$ cat src/rtl/uxc_pkg.sv
package uxc_pkg;

  // Register addresses on the two-wire bus
  localparam logic [7:0] ADDR_CTRL1 = 8'h04;
  localparam logic [7:0] ADDR_SFR1 = 8'h14;
  localparam logic [7:0] ADDR_SFR2_A = 8'h16;
  localparam logic [7:0] ADDR_SFR2_B = 8'h17;
  localparam logic [7:0] ADDR_SFR2_ALT_A = 8'h10;
  localparam logic [7:0] ADDR_SFR2_ALT_B = 8'h11;

  // First control register fields
  localparam int CR1_SPEED = 0;
  localparam int CR1_SUSPEND = 1;
  localparam int CR1_ENC = 2;
  localparam int CR1_OE_INT_EN = 5;
  localparam int CR1_UART_EN = 6;

  // First special-function register fields
  localparam int SF1_INT_SDWN = 0;
  localparam int SF1_SRC_CTL = 1;
  localparam int SF1_DMINUS_DIR = 3;
  localparam int SF1_DPLUS_DIR = 4;
  localparam int SF1_BUF_EN = 7;

  // Second special-function register fields
  localparam int SF2_SDWN = 0;
  localparam int SF2_IRQ_PP = 1;

  // Power-up values
  localparam logic [7:0] CR1_RST = 8'h00;
  localparam logic [7:0] SF1_RST = 8'h00;
  localparam logic [7:0] SF2_RST = 8'h01;

  // Timing: system clock and the fastest serial clock served
  localparam int SYS_CLK_PERIOD_NS = 8;
  localparam int SCL_MAX_KHZ = 400;
  localparam int SCL_PERIOD_NS = 1000000 / SCL_MAX_KHZ;
  localparam int SCL_PERIOD_CYC =
    (SCL_PERIOD_NS + SYS_CLK_PERIOD_NS - 1) / SYS_CLK_PERIOD_NS;
  localparam int SCL_MIN_OVERSAMPLE = 4;

  // Edge rates selected by the speed control
  localparam int LOW_SPEED_KBPS = 1500;
  localparam int FULL_SPEED_KBPS = 12000;

  // Register image carried as one bundle
  typedef struct packed {
    logic [7:0] ctrl1;
    logic [7:0] sfr1;
    logic [7:0] sfr2;
  } uxc_regs_t;

  // One queued register write
  typedef struct packed {
    logic [7:0] addr;
    logic [7:0] data;
  } uxc_wr_t;

  // Serial slave states
  typedef enum logic [2:0] {
    ST_IDLE = 3'b000,
    ST_RX = 3'b001,
    ST_ACK = 3'b010,
    ST_TX = 3'b011,
    ST_MACK = 3'b100
  } uxc_i2c_st_t;

endpackage : uxc_pkg

$ cat src/rtl/uxc_xcvr_ctl.sv
`timescale 1ns/1ps

////////////////////////////////////////////////////////////////////////
// Write queue between the serial slave and the register file
module uxc_fifo #(
  parameter int WIDTH = 16,
  parameter int DEPTH = 8
) (
  // Clock and reset
  input wire logic i_sys_clk,
  input wire logic i_sys_rst,
  // Fill side
  input wire logic i_in_valid,
  output logic o_in_ready,
  input wire logic [WIDTH-1:0] i_in_data,
  // Drain side
  output logic o_out_valid,
  input wire logic i_out_ready,
  output logic [WIDTH-1:0] o_out_data
);
  localparam int AW = (DEPTH > 1) ? $clog2(DEPTH) : 1;

  // Refused at elaboration: the wrap-bit pointers need a power of two
  if (DEPTH < 2 || (1 << AW) != DEPTH) begin : g_depth_chk
    $error("uxc_fifo depth must be a power of two of at least 2");
  end

  logic [WIDTH-1:0] mem_r [DEPTH];
  logic [AW:0] wr_ptr_r;
  logic [AW:0] rd_ptr_r;
  logic push;
  logic pop;

  // Full when pointers differ only in the wrap bit
  assign o_in_ready = (wr_ptr_r ^ rd_ptr_r) != {1'b1, {AW{1'b0}}};
  assign o_out_valid = wr_ptr_r != rd_ptr_r;
  assign push = i_in_valid && o_in_ready;
  assign pop = o_out_valid && i_out_ready;
  assign o_out_data = mem_r[rd_ptr_r[AW-1:0]];

  // Storage
  always_ff @(posedge i_sys_clk) begin
    if (push) begin
      mem_r[wr_ptr_r[AW-1:0]] <= i_in_data;
    end
  end

  // Pointers
  always_ff @(posedge i_sys_clk) begin
    if (i_sys_rst) begin
      wr_ptr_r <= '0;
      rd_ptr_r <= '0;
    end else begin
      if (push) wr_ptr_r <= wr_ptr_r + 1'b1;
      if (pop) rd_ptr_r <= rd_ptr_r + 1'b1;
    end
  end
endmodule : uxc_fifo

////////////////////////////////////////////////////////////////////////
// Transceiver mode and data-path control with its register file
module uxc_xcvr_ctl #(
  parameter bit OPERATIONAL_AT_POWER_UP = 1'b1,
  parameter logic [6:0] SLAVE_ADDR = 7'h2d, // Arbitrary value
  parameter int FIFO_DEPTH = 8
) (
  // Clock and resets
  input wire logic i_sys_clk,
  input wire logic i_sys_rst,
  input wire logic i_reset_n,
  // Two-wire register bus
  input wire logic i_scl,
  input wire logic i_sda_in,
  output logic o_sda_out,
  output logic o_sda_oe,
  // Register write queue stall
  input wire logic i_cfg_hold,
  // Direction / shared interrupt pin
  input wire logic i_oe_int_in,
  output logic o_oe_int_out,
  output logic o_oe_int_oe,
  // System data pins
  input wire logic i_sys_data_pin_a,
  output logic o_sys_data_pin_a,
  output logic o_sys_data_pin_a_oe,
  input wire logic i_sys_data_pin_b,
  output logic o_sys_data_pin_b,
  output logic o_sys_data_pin_b_oe,
  // USB lines
  input wire logic i_dp,
  output logic o_dp,
  output logic o_dp_oe,
  input wire logic i_dm,
  output logic o_dm,
  output logic o_dm_oe,
  // Mode pins and interrupt event
  input wire logic i_suspend_pin,
  input wire logic i_speed_pin,
  input wire logic i_irq_event,
  // Receive outputs
  output logic o_diff_rx_out,
  output logic o_dplus_echo,
  output logic o_dminus_echo,
  // Mode status and block enables
  output logic o_full_speed,
  output logic o_suspend,
  output logic o_xcvr_en,
  output logic o_comp_en,
  output logic o_id_det_en,
  output logic o_sess_vld_en,
  output logic o_regulator_en,
  output uxc_pkg::uxc_regs_t o_regs
);
  import uxc_pkg::*;

  // Refused at elaboration: edge detection needs several samples per bit
  if (SCL_PERIOD_CYC < SCL_MIN_OVERSAMPLE) begin : g_clk_chk
    $error("system clock too slow to oversample the serial clock");
  end

  //////////////////////////////////////////////////////////////////////
  // Serial slave
  uxc_i2c_st_t st_r;
  logic scl_q_r;
  logic sda_q_r;
  logic [7:0] sh_r;
  logic [7:0] tx_r;
  logic [3:0] cnt_r;
  logic [1:0] phase_r; // 0 device address, 1 register address, 2 data
  logic rd_r;
  logic mack_r;
  logic [7:0] ptr_r;
  logic scl_rise;
  logic scl_fall;
  logic start_c;
  logic stop_c;
  logic ack_ok;
  logic [7:0] rd_data;
  uxc_wr_t wr_in;
  uxc_wr_t wr_out;
  logic wr_valid;
  logic wr_ready;
  logic wr_push;
  logic wr_out_valid;
  uxc_regs_t regs_r;

  // Pins are already synchronous, one stage gives the edge history
  always_ff @(posedge i_sys_clk) begin
    if (i_sys_rst) begin
      scl_q_r <= 1'b1;
      sda_q_r <= 1'b1;
    end else begin
      scl_q_r <= i_scl;
      sda_q_r <= i_sda_in;
    end
  end

  assign scl_rise = i_scl && !scl_q_r;
  assign scl_fall = !i_scl && scl_q_r;
  assign start_c = i_scl && scl_q_r && sda_q_r && !i_sda_in;
  assign stop_c = i_scl && scl_q_r && !sda_q_r && i_sda_in;

  // Read-back decode; aliases only in the operational variant
  always_comb begin
    if (ptr_r == ADDR_CTRL1) begin
      rd_data = regs_r.ctrl1;
    end else if (ptr_r == ADDR_SFR1) begin
      rd_data = regs_r.sfr1;
    end else if (ptr_r == ADDR_SFR2_A || ptr_r == ADDR_SFR2_B) begin
      rd_data = regs_r.sfr2;
    end else if (OPERATIONAL_AT_POWER_UP &&
                 (ptr_r == ADDR_SFR2_ALT_A || ptr_r == ADDR_SFR2_ALT_B)) begin
      rd_data = regs_r.sfr2;
    end else begin
      rd_data = 8'h00;
    end
  end

  // A data byte is refused when the write queue is full
  always_comb begin
    if (phase_r == 2'd0) begin
      ack_ok = sh_r[7:1] == SLAVE_ADDR;
    end else if (phase_r == 2'd2) begin
      ack_ok = wr_ready;
    end else begin
      ack_ok = 1'b1;
    end
  end

  assign wr_in = '{addr: ptr_r, data: sh_r};
  assign wr_valid = (st_r == ST_RX) && scl_fall && (cnt_r == 4'd8) &&
                    (phase_r == 2'd2);
  assign wr_push = wr_valid && wr_ready;

  // Byte-level state machine; start and stop override any state
  always_ff @(posedge i_sys_clk) begin
    if (i_sys_rst) begin
      st_r <= ST_IDLE;
      cnt_r <= 4'd0;
      phase_r <= 2'd0;
      rd_r <= 1'b0;
      mack_r <= 1'b0;
      sh_r <= 8'h00;
      tx_r <= 8'h00;
      ptr_r <= 8'h00;
    end else if (start_c) begin
      st_r <= ST_RX;
      cnt_r <= 4'd0;
      phase_r <= 2'd0;
    end else if (stop_c) begin
      st_r <= ST_IDLE;
    end else begin
      case (st_r)
        ST_RX: begin
          if (scl_rise && cnt_r < 4'd8) begin
            sh_r <= {sh_r[6:0], i_sda_in};
            cnt_r <= cnt_r + 4'd1;
          end else if (scl_fall && cnt_r == 4'd8) begin
            cnt_r <= 4'd0;
            st_r <= ack_ok ? ST_ACK : ST_IDLE;
            if (phase_r == 2'd0) begin
              rd_r <= sh_r[0];
              phase_r <= 2'd1;
            end else if (phase_r == 2'd1) begin
              ptr_r <= sh_r;
              phase_r <= 2'd2;
            end else if (ack_ok) begin
              ptr_r <= ptr_r + 8'd1; // Burst: next register
            end
          end
        end
        ST_ACK: begin
          if (scl_fall) begin
            if (rd_r && phase_r == 2'd1) begin
              st_r <= ST_TX;
              tx_r <= rd_data;
              ptr_r <= ptr_r + 8'd1;
            end else begin
              st_r <= ST_RX;
            end
          end
        end
        ST_TX: begin
          if (scl_fall) begin
            if (cnt_r == 4'd7) begin
              st_r <= ST_MACK;
              cnt_r <= 4'd0;
            end else begin
              tx_r <= {tx_r[6:0], 1'b0};
              cnt_r <= cnt_r + 4'd1;
            end
          end
        end
        ST_MACK: begin
          if (scl_rise) begin
            mack_r <= !i_sda_in;
          end else if (scl_fall) begin
            if (mack_r) begin
              st_r <= ST_TX;
              tx_r <= rd_data;
              ptr_r <= ptr_r + 8'd1; // Read burst
            end else begin
              st_r <= ST_IDLE;
            end
          end
        end
        default: begin
          st_r <= ST_IDLE;
        end
      endcase
    end
  end

  // Open-drain data line: only ever pulled low
  assign o_sda_out = 1'b0;
  assign o_sda_oe = (st_r == ST_ACK) || (st_r == ST_TX && !tx_r[7]);

  //////////////////////////////////////////////////////////////////////
  // Write queue; the hold input lets the register update stall
  uxc_fifo #(
    .WIDTH($bits(uxc_wr_t)),
    .DEPTH(FIFO_DEPTH)
  ) u_wr_fifo (
    .i_sys_clk(i_sys_clk),
    .i_sys_rst(i_sys_rst),
    .i_in_valid(wr_valid),
    .o_in_ready(wr_ready),
    .i_in_data(wr_in),
    .o_out_valid(wr_out_valid),
    .i_out_ready(!i_cfg_hold),
    .o_out_data(wr_out)
  );

  // Register file; the reset pin acts without the clock
  always_ff @(posedge i_sys_clk or negedge i_reset_n) begin
    if (!i_reset_n) begin
      regs_r <= '{ctrl1: CR1_RST, sfr1: SF1_RST, sfr2: SF2_RST};
    end else if (i_sys_rst) begin
      regs_r <= '{ctrl1: CR1_RST, sfr1: SF1_RST, sfr2: SF2_RST};
    end else if (wr_out_valid && !i_cfg_hold) begin
      if (wr_out.addr == ADDR_CTRL1) begin
        regs_r.ctrl1 <= wr_out.data;
      end else if (wr_out.addr == ADDR_SFR1) begin
        regs_r.sfr1 <= wr_out.data;
      end else if (wr_out.addr == ADDR_SFR2_A ||
                   wr_out.addr == ADDR_SFR2_B) begin
        regs_r.sfr2 <= wr_out.data;
      end else if (OPERATIONAL_AT_POWER_UP &&
                   (wr_out.addr == ADDR_SFR2_ALT_A ||
                    wr_out.addr == ADDR_SFR2_ALT_B)) begin
        regs_r.sfr2 <= wr_out.data;
      end
    end
  end

  assign o_regs = regs_r;

  //////////////////////////////////////////////////////////////////////
  // Operating mode decode
  logic shutdown;
  logic int_shutdown;
  logic suspend;
  logic full_speed;
  logic enc_data_se0;
  logic uart_mode;
  logic irq_on_oe;
  logic rx_dir;
  logic buf_mode;
  logic active;

  // Shutdown polarity differs between the two variants
  assign shutdown = OPERATIONAL_AT_POWER_UP ? !regs_r.sfr2[SF2_SDWN]
                                            : regs_r.sfr2[SF2_SDWN];
  assign int_shutdown = !shutdown && regs_r.sfr1[SF1_INT_SDWN];
  assign active = !shutdown && !int_shutdown;
  assign suspend = active && (regs_r.sfr1[SF1_SRC_CTL] ?
                   regs_r.ctrl1[CR1_SUSPEND] : i_suspend_pin);
  assign full_speed = regs_r.sfr1[SF1_SRC_CTL] ?
                      regs_r.ctrl1[CR1_SPEED] : i_speed_pin;
  assign enc_data_se0 = regs_r.ctrl1[CR1_ENC];
  assign uart_mode = regs_r.ctrl1[CR1_UART_EN];
  assign irq_on_oe = suspend && regs_r.ctrl1[CR1_OE_INT_EN];
  // While the pin reports interrupts the data path keeps receiving
  assign rx_dir = irq_on_oe || i_oe_int_in;
  assign buf_mode = regs_r.sfr1[SF1_BUF_EN] && enc_data_se0 &&
                    !uart_mode && !i_oe_int_in;

  //////////////////////////////////////////////////////////////////////
  // Data path next values
  logic dp_nxt, dp_oe_nxt, dm_nxt, dm_oe_nxt;
  logic a_nxt, a_oe_nxt, b_nxt, b_oe_nxt;
  logic diff_rx_nxt, oe_int_nxt, oe_int_oe_nxt;
  logic diff_rx_r;

  always_comb begin
    dp_nxt = 1'b0;
    dp_oe_nxt = 1'b0;
    dm_nxt = 1'b0;
    dm_oe_nxt = 1'b0;
    a_nxt = 1'b0;
    a_oe_nxt = 1'b0;
    b_nxt = 1'b0;
    b_oe_nxt = 1'b0;
    // Differential receiver holds its value across SE0
    if (i_dp && !i_dm) begin
      diff_rx_nxt = 1'b1;
    end else if (!i_dp && i_dm) begin
      diff_rx_nxt = 1'b0;
    end else begin
      diff_rx_nxt = diff_rx_r;
    end
    if (!active) begin
      diff_rx_nxt = 1'b0; // Quiet when powered down
    end else if (uart_mode) begin
      a_nxt = i_dp;
      a_oe_nxt = 1'b1;
      dm_nxt = i_sys_data_pin_b;
      dm_oe_nxt = 1'b1;
    end else if (buf_mode) begin
      // Direction bit 0 drives the line, 1 drives the system pin
      if (regs_r.sfr1[SF1_DPLUS_DIR]) begin
        a_nxt = i_dp;
        a_oe_nxt = 1'b1;
      end else begin
        dp_nxt = i_sys_data_pin_a;
        dp_oe_nxt = 1'b1;
      end
      if (regs_r.sfr1[SF1_DMINUS_DIR]) begin
        b_nxt = i_dm;
        b_oe_nxt = 1'b1;
      end else begin
        dm_nxt = i_sys_data_pin_b;
        dm_oe_nxt = 1'b1;
      end
    end else if (!rx_dir) begin
      dp_oe_nxt = 1'b1;
      dm_oe_nxt = 1'b1;
      if (enc_data_se0) begin
        dp_nxt = i_sys_data_pin_a && !i_sys_data_pin_b;
        dm_nxt = !i_sys_data_pin_a && !i_sys_data_pin_b;
      end else begin
        dp_nxt = i_sys_data_pin_a;
        dm_nxt = i_sys_data_pin_b;
      end
    end else begin
      a_oe_nxt = 1'b1;
      b_oe_nxt = 1'b1;
      if (enc_data_se0) begin
        a_nxt = suspend ? i_dp : diff_rx_nxt;
        b_nxt = !i_dp && !i_dm;
      end else begin
        a_nxt = i_dp;
        b_nxt = i_dm;
      end
    end
    if (suspend) begin
      diff_rx_nxt = 1'b0;
    end
  end

  // Shared pin as an interrupt, active low, style by register
  always_comb begin
    oe_int_nxt = 1'b1;
    oe_int_oe_nxt = 1'b0;
    if (irq_on_oe) begin
      if (regs_r.sfr2[SF2_IRQ_PP]) begin
        oe_int_nxt = !i_irq_event;
        oe_int_oe_nxt = 1'b1;
      end else begin
        oe_int_nxt = 1'b0;
        oe_int_oe_nxt = i_irq_event;
      end
    end
  end

  // Registered pin outputs
  always_ff @(posedge i_sys_clk) begin
    if (i_sys_rst) begin
      o_dp <= 1'b0;
      o_dp_oe <= 1'b0;
      o_dm <= 1'b0;
      o_dm_oe <= 1'b0;
      o_sys_data_pin_a <= 1'b0;
      o_sys_data_pin_a_oe <= 1'b0;
      o_sys_data_pin_b <= 1'b0;
      o_sys_data_pin_b_oe <= 1'b0;
      diff_rx_r <= 1'b0;
      o_dplus_echo <= 1'b0;
      o_dminus_echo <= 1'b0;
      o_oe_int_out <= 1'b1;
      o_oe_int_oe <= 1'b0;
    end else begin
      o_dp <= dp_nxt;
      o_dp_oe <= dp_oe_nxt;
      o_dm <= dm_nxt;
      o_dm_oe <= dm_oe_nxt;
      o_sys_data_pin_a <= a_nxt;
      o_sys_data_pin_a_oe <= a_oe_nxt;
      o_sys_data_pin_b <= b_nxt;
      o_sys_data_pin_b_oe <= b_oe_nxt;
      diff_rx_r <= diff_rx_nxt;
      o_dplus_echo <= active && i_dp;
      o_dminus_echo <= active && i_dm;
      o_oe_int_out <= oe_int_nxt;
      o_oe_int_oe <= oe_int_oe_nxt;
    end
  end

  assign o_diff_rx_out = diff_rx_r;

  // Registered status and block enables
  always_ff @(posedge i_sys_clk) begin
    if (i_sys_rst) begin
      o_full_speed <= 1'b0;
      o_suspend <= 1'b0;
      o_xcvr_en <= 1'b0;
      o_comp_en <= 1'b0;
      o_id_det_en <= 1'b0;
      o_sess_vld_en <= 1'b0;
      o_regulator_en <= 1'b0;
    end else begin
      o_full_speed <= full_speed;
      o_suspend <= suspend;
      o_xcvr_en <= active;
      o_comp_en <= active;
      o_id_det_en <= !shutdown;
      o_sess_vld_en <= !shutdown;
      o_regulator_en <= active;
    end
  end
endmodule : uxc_xcvr_ctl

$ cat config.mk
export PLATFORM = sky130hd
export DESIGN_NAME = uxc_xcvr_ctl
export DESIGN_NICKNAME = d
export VERILOG_FILES = /design/src/rtl/uxc_pkg.sv /design/src/rtl/uxc_xcvr_ctl.sv
export SDC_FILE = /design/constraint.sdc
export NUM_CORES = 1
export LEC_CHECK = 0
export BUFFER_PORTS_ARGS = -buffer_cell sky130_fd_sc_hd__buf_2
export CAP_MARGIN = 20
export CORE_ASPECT_RATIO = 1.5
export CORE_MARGIN = 3
export CORE_UTILIZATION = 40
export DETAILED_ROUTE_END_ITERATION = 10
export SYNTH_ARGS = -nofsm -noshare
export SYNTH_HDL_FRONTEND = slang
export SYNTH_HIERARCHICAL = 1
export SYNTH_SLANG_ARGS = --single-unit
export TNS_END_PERCENT = 10
$ cat constraint.sdc
create_clock -name i_sys_clk -period 3.6 [get_ports i_sys_clk]
set_clock_uncertainty 0.15 [all_clocks]
set_input_delay 0.54 -clock i_sys_clk [delete_from_list [all_inputs] [get_ports i_sys_clk]]
set_output_delay 0.54 -clock i_sys_clk [all_outputs]
set_load 0.1 [all_outputs]
==> impl_metrics.env, run 1 <==
export IMPL_status="completed"
export IMPL_clkTransAtPathRegs_ps=60
export IMPL_finalPower_w=0.00499
export IMPL_worst_path_max_fanout=15
export IMPL_diodes=0
export IMPL_worst_slew_pin_slew_ps=1050
export IMPL_cts_buffers=22
export IMPL_synth_avg_cell_area_um2=13.4
export IMPL_clkSinkCount=217
export IMPL_finalMaxSlewViolations=0
export IMPL_period_needed_ps=3180
export IMPL_start_util=0.411
export IMPL_crit_chain="mux4_2, mux2_2, nor4_1, and3_1, nand4_1, mux2i_1, nor2_1"
export IMPL_gp_congestion=0.860
export IMPL_critical_path_top_delay_family="multiplexers"
export IMPL_firstDrtPassIters=6
export IMPL_cts_root_buf="clkbuf_16"
export IMPL_num_vias=6047
export IMPL_min_delay_worst_endpoint="o_oe_int_oe$_SDFF_PP0_"
export IMPL_wl_mm=22.4
export IMPL_die_area_mm2=0.0258
export IMPL_worstPathArrival_ps=3390
export IMPL_crit_buf_inv=0
export IMPL_dp_cells=1071
export IMPL_timing_rr_end="o_regs[14]$_DFFE_PN0P_"
export IMPL_viasPerCell=5.44
export IMPL_drc=0
export IMPL_relSlewSlack=0.297
export IMPL_critPathCaptureType="flip-flop"
export IMPL_r2r_setup_slack_ps=420
export IMPL_finalSetupViolations=0
export IMPL_cap_violations=0
export IMPL_chipHeight_um=195
export IMPL_hold_start="i_irq_event"
export IMPL_synth_area_mm2=0.00954
export IMPL_dpl_hpwl_mm=15.7
export IMPL_max_freq_ghz=0.314
export IMPL_grt_util_all_layers=0.171
export IMPL_postSynthCellCount=711
export IMPL_coreArea_mm2=0.0232
export IMPL_drt_iter0_drc=434
export IMPL_ant_nets=0
export IMPL_hold_class="in2reg"
export IMPL_seq_area_frac_synth=0.602
export IMPL_area_growth_pct=15.1
export IMPL_grt_pass1_vias=6251
export IMPL_die_w_um=132
export IMPL_p_per_area_mw_per_mm2=454
export IMPL_wl_per_cell_um=20.1
export IMPL_grt_max_degree=44
export IMPL_synthArstFlopShare=0.111
export IMPL_ios=60
export IMPL_synth_edf_count=128
export IMPL_max_stage_delay_ps=650
export IMPL_crit_type="reg2reg"
export IMPL_syn_nets=733
export IMPL_io_buffers=58
export IMPL_ys_types=76
export IMPL_hold_viol=0
export IMPL_crit_slowest_cell="dfxtp_2"
export IMPL_crit_required_ps=3810
export IMPL_htreeDepth=1
export IMPL_clock_path_buffers=3
export IMPL_cts_tree="yes"
export IMPL_rsz0062_at_grt="no"
export IMPL_reg2reg_depth=7
export IMPL_clk_latency_ps=520
export IMPL_fin_nets=803
export IMPL_start_kind="flip-flop"
export IMPL_hold_path_cell_count=2
export IMPL_p_leak_nw=4.20
export IMPL_synth_flop_cell="edfxtp_1"
export IMPL_fin_cells=1112
export IMPL_overflow=0
export IMPL_num_rows=68
export IMPL_drive_gt1_frac=0.247
export IMPL_ir_worst_vdd_mv=0.321
export IMPL_min_period_over_period=0.884
export IMPL_cts_setup_buffers=0
export IMPL_antenna_found_initial=0
export IMPL_yosysWarnings=6
export IMPL_synth_seq_cells=217
export IMPL_grt_pass1_wl_mm=35.2
==> cells by family after synthesis <==
kind of cell | synth area share
DFF | 0.602
and+or+nand+nor | 0.120
AOI/OAI and AO/OA | 0.0793
muxes | 0.147
buffers and inverters | 0.0275
xor gates and xnor gates | 0.0130
adders and majority gates | 0.0105
other | 0.000393
==> flip-flops by register name, indices dropped and copies added, names as in the netlist, 2 cells and up, named ones only <==
signal              cells
phase_r                 2
u_wr_fifo/mem_r       128
tx_r                    8
sh_r                    8
cnt_r                   4
u_wr_fifo/wr_ptr_r      4
ptr_r                   8
st_r                    3
o_regs                 24
u_wr_fifo/rd_ptr_r      4
==> through the flow <==
stage / worst slack, ps / instance area [µm²] / util / TNS [ps] / hold slack [ps]
CTS: 329 / 11000 / 0.473 / 0 / 79.4
finish: 416 / 11000 / 0.473 / 0 / 105
detailed placement: 306 / 10300 / 0.443 / 0 / 334
global placement: 337 / 10300 / 0.443 / 0 / 323
global route: 193 / 11000 / 0.473 / 0 / 103
floorplan: -329 / 9540 / - / -19090 / 94.4
==> repair_timing <==
| item | 4_1_cts | 5_1_grt |
|---|---|---|
| hold buffers | 1 | 0 |
| endpoints found under the hold margin | 23 | 0 |
| resized for setup | 0 | 0 |
==> layer usage <==
metal	share of wire	wire length [µm]	up-vias	track usage
li1	-	-	2839	-
met1	0.38	8570	3008	0.196
met2	0.55	12300	158	0.329
met3	0.038	843	42	0.0209
met4	0.029	655	0	0.0561
met5	0	0	-	0
==> worst max-delay path by stage <==
| stage | slack (ps) | endpoint | cells after the start | startpoint |
|---|---|---|---|---|
| 3_3_place_gp | 340 | o_regs[8]$_DFFE_PN0P_ | 7 | flip-flop |
| 5_1_grt | 190 | o_regs[14]$_DFFE_PN0P_ | 7 | flip-flop |
| 4_1_cts | 330 | o_regs[14]$_DFFE_PN0P_ | 7 | flip-flop |
| 2_1_floorplan | -330 | u_wr_fifo/mem_r[5][0]$_DFFE_PP_ | 5 | i_scl |
| 3_5_place_dp | 310 | o_regs[14]$_DFFE_PN0P_ | 7 | flip-flop |
| 6_report | 420 | o_regs[14]$_DFFE_PN0P_ | 7 | flip-flop |
==> area by class of cell <==
cell class	count	area [µm²]
multi-input cells	437	3570
flip-flops and latches	217	5750
clock inverters	9	85.1
well taps	315	394
repair buffers	85	508
inverters	18	67.6
clock buffers	31	604
fillers	2033	12200
==> where the power goes <==
| part | switching (W) | total, W | internal [W] |
|---|---|---|---|
| Clock | 0.000918 | 0.00217 | 0.00125 |
| Combinational | 0.000149 | 0.000190 | 0.0000406 |
| Sequential | 0.0000121 | 0.00263 | 0.00262 |
==> cells in the mapped netlist (9+ instances only) <==
cell type	instances	area, µm²
a211oi_1	10	75.1
a21oi_1	29	145
buf_2	12	60.1
clkbuf_1	18	67.6
dfrtp_1	23	576
dfxtp_1	65	1300
edfxtp_1	128	3840
inv_1	18	67.6
mux2_2	26	293
mux2i_1	35	350
mux4_2	32	721
nand2_1	40	150
nand3_1	17	85.1
nand4_1	9	56.3
nor2_1	60	225
nor2b_1	11	68.8
nor3_1	13	65.1
o21ai_0	17	85.1
==> worst register-to-register path: stages, from the launching register on <==
cell and delay (ps):
dfxtp_2 650, mux4_2 570, mux2_2 280, nor4_1 260
and3_1 290, nand4_1 480, mux2i_1 320, nor2_1 60
==> placed cells by master (no fill, tap or decap), drive strengths merged, types with 5 or more instances in the layout <==
master,n
o21ai,19
mux2,29
clkinv,6
dfxtp,65
dfrtp,23
nor2b,11
clkbuf,31
a222oi,6
xor2,5
a211oi,11
nor3b,8
buf,84
mux4,32
a31oi,6
nor4,7
nand4,9
and3b,5
inv,19
nand2b,9
nand3,17
or3,8
edfxtp,128
ha,8
xnor2,7
nor2,62
mux2i,35
nand2,40
a21oi,29
nor3,13
Note: power is estimated with default switching activity, not from simulation.
==> run 2: changes to the inputs <==
Settings changed: ABC_AREA set to 1.
==> impl_metrics.env, run 2 <==
export IMPL_status="completed"
export IMPL_place_area_mm2=0.0103
export IMPL_area_growth_pct=13.4
export IMPL_synth_area_mm2=0.00970
export IMPL_num_vias=7347
export IMPL_antenna_found_initial=0
export IMPL_final_common_cell="nand2_1"
export IMPL_cts_buffers=20
export IMPL_yosys_area_share_simple=0.226
export IMPL_grt_pass1_vias=7369
export IMPL_clkTransAtPathRegs_ps=60
export IMPL_worst_path_max_fanout=35
export IMPL_wl_per_cell_um=16.2
export IMPL_crit_chain="buf_4, o21ai_0, o21ai_1, nand2_1, nand2_1, inv_1, o21ai_0, a21oi_1, nand2_1, nand2_1, inv_1, o21ai_0"
export IMPL_crit_path_frequent_cell="nand2_1"
export IMPL_synth_area_leader_cell="edfxtp_1"
export IMPL_start_util=0.409
export IMPL_dp_cells=1425
export IMPL_chipHeight_um=197
export IMPL_largest_register_ffs=128
export IMPL_synthAdderAreaFrac=0.0103
export IMPL_cap_violations=0
export IMPL_io_buffers=58
export IMPL_synth_seq_cells=217
export IMPL_critical_path_top_delay_family="flip-flops"
export IMPL_cts_tree="yes"
export IMPL_viasPerCell=5.02
export IMPL_firstDrtPassIters=5
export IMPL_seq_area_frac_synth=0.592
export IMPL_p_per_area_mw_per_mm2=463
export IMPL_syn_nets=1094
export IMPL_place_ws_ps=724
export IMPL_crit_buf_inv=3
export IMPL_grt_pass1_wl_mm=38.6
export IMPL_grt_util_all_layers=0.183
export IMPL_crit_slowest_cell="dfxtp_2"
export IMPL_max_stage_delay_ps=710
export IMPL_worstPathArrival_ps=2890
export IMPL_relSlewSlack=0.554
export IMPL_yosysWarnings=6
export IMPL_fin_cells=1463
export IMPL_crit_type="reg2reg"
export IMPL_crit_required_ps=3820
export IMPL_synth_top_family_by_area="simple AND/OR/NAND/NOR gates"
export IMPL_synth_flop_cell="edfxtp_1"
export IMPL_hold_class="in2reg"
export IMPL_htreeDepth=1
export IMPL_period_needed_ps=2670
export IMPL_synth_avg_cell_area_um2=9.05
export IMPL_nFillCells=2293
export IMPL_clock_path_buffers=3
export IMPL_critPathCaptureType="flip-flop"
export IMPL_multi_input_area_mm2=0.00344
export IMPL_max_freq_ghz=0.375
export IMPL_synth_most_common_cell="nand2_1"
export IMPL_fin_setup_tns_ps=0
export IMPL_fin_area_mm2=0.0110
export IMPL_postSynthCellCount=1072
export IMPL_gp_congestion=0.833
export IMPL_layout_common_cells="221 x nand2_1, 169 x nor2_1, 134 x o21ai_0, 128 x edfxtp_1, 75 x inv_1"
export IMPL_ys_top_cells_by_count="221 x nand2_1, 169 x nor2_1, 134 x o21ai_0, 128 x edfxtp_1, 75 x inv_1"
export IMPL_final_util=0.463
export IMPL_finalMaxSlewViolations=0
export IMPL_min_period_over_period=0.742
export IMPL_worst_slew_pin_slew_ps=668
export IMPL_ant_nets=0
export IMPL_synth_edf_count=128
export IMPL_drive_gt1_frac=0.137
export IMPL_diodes=0
export IMPL_cts_root_buf="clkbuf_16"
export IMPL_wl_mm=23.7
export IMPL_yosys_top_cells_area="edfxtp_1 40%, dfxtp_1 13%, nand2_1 8.6%"
export IMPL_fin_ws_ps=930
export IMPL_finalSetupViolations=0
export IMPL_coreArea_mm2=0.0237
export IMPL_die_area_mm2=0.0262
export IMPL_synth_area_mux_share=0
export IMPL_hold_viol=0
export IMPL_overflow=0
export IMPL_grt_max_degree=54
export IMPL_clk_latency_ps=500
export IMPL_ys_types=39
export IMPL_synth_top_area_frac=0.396
export IMPL_ios=60
export IMPL_dpl_hpwl_mm=16.0
export IMPL_clkSinkCount=217
export IMPL_fin_nets=1152
export IMPL_ir_worst_vdd_mv=0.446
export IMPL_drt_iter0_drc=554
export IMPL_synthArstFlopShare=0.111
export IMPL_num_rows=69
export IMPL_postCtsResizedCells=0
export IMPL_synth_xor_area_frac=0.00361
export IMPL_rsz0062_at_grt="no"
export IMPL_regArea_mm2=0.00575
export IMPL_p_leak_nw=4.58
export IMPL_die_w_um=133
export IMPL_start_kind="flip-flop"
export IMPL_synth_compound_area_share=0.112
export IMPL_drc=0
==> run 2: cells by family after synthesis <==
family,count (synthesis)
simple gates,505
flops,217
compound gates,213
buf+inv,124
fa+ha+maj,8
xor+xnor,4
other cells,1
==> run 2: cell type report <==
type,instances,area share
Sequential cell,217,0.523
Multi-Input combinational cell,731,0.313
Clock buffer,28,0.0511
Timing Repair Buffer,78,0.0414
Tap cell,319,0.0363
Inverter,82,0.0280
Clock inverter,8,0.00796
==> run 2: per-stage QoR <==
stage	hold slack [ps]	total power [W]
global route	112	0.00525
CTS	94.9	0.00515
floorplan	94.4	0.00295
detailed placement	310	0.00302
finish	97.6	0.00510
global placement	303	0.00302
==> run 2: routing by layer <==
layer | up-vias | global-route usage | share of wire
li1 | 3674 | - | -
met1 | 3474 | 0.222 | 0.40
met2 | 153 | 0.336 | 0.53
met3 | 46 | 0.0199 | 0.040
met4 | 0 | 0.0629 | 0.028
met5 | - | 0 | 0
==> run 2: where the power goes <==
part | switching (W) | leakage [nW] | internal [W]
Combinational | 0.000262 | 2.12 | 0.0000510
Clock | 0.000896 | 0.316 | 0.00123
Sequential | 0.0000270 | 2.14 | 0.00263
==> run 2: path summary, 6_finish.rpt <==
path | from | endpoint | slack, ps | cells after the start
worst min-delay path | i_irq_event | o_oe_int_out$_SDFF_PP1_ | 100 | 2
worst max-delay path | flip-flop | o_regs[1]$_DFFE_PN0P_ | 930 | 12
max in group asynchronous | i_reset_n | o_regs[0]$_DFFE_PN1P_ | 2510 | 2
min in group asynchronous | i_reset_n | o_regs[21]$_DFFE_PN0P_ | 420 | 2
worst min register to register | tx_r[1]$_SDFFE_PP0P_ | tx_r[1]$_SDFFE_PP0P_ | 320 | 2
worst max register to register | flip-flop | o_regs[1]$_DFFE_PN0P_ | 930 | 12
==> run 2: what timing repair did <==
action | CTS | global route
endpoints found under the hold margin | 23 | 0
setup endpoints to repair | 0 | 0
buffers inserted | 0 | 0
hold buffers | 1 | 0
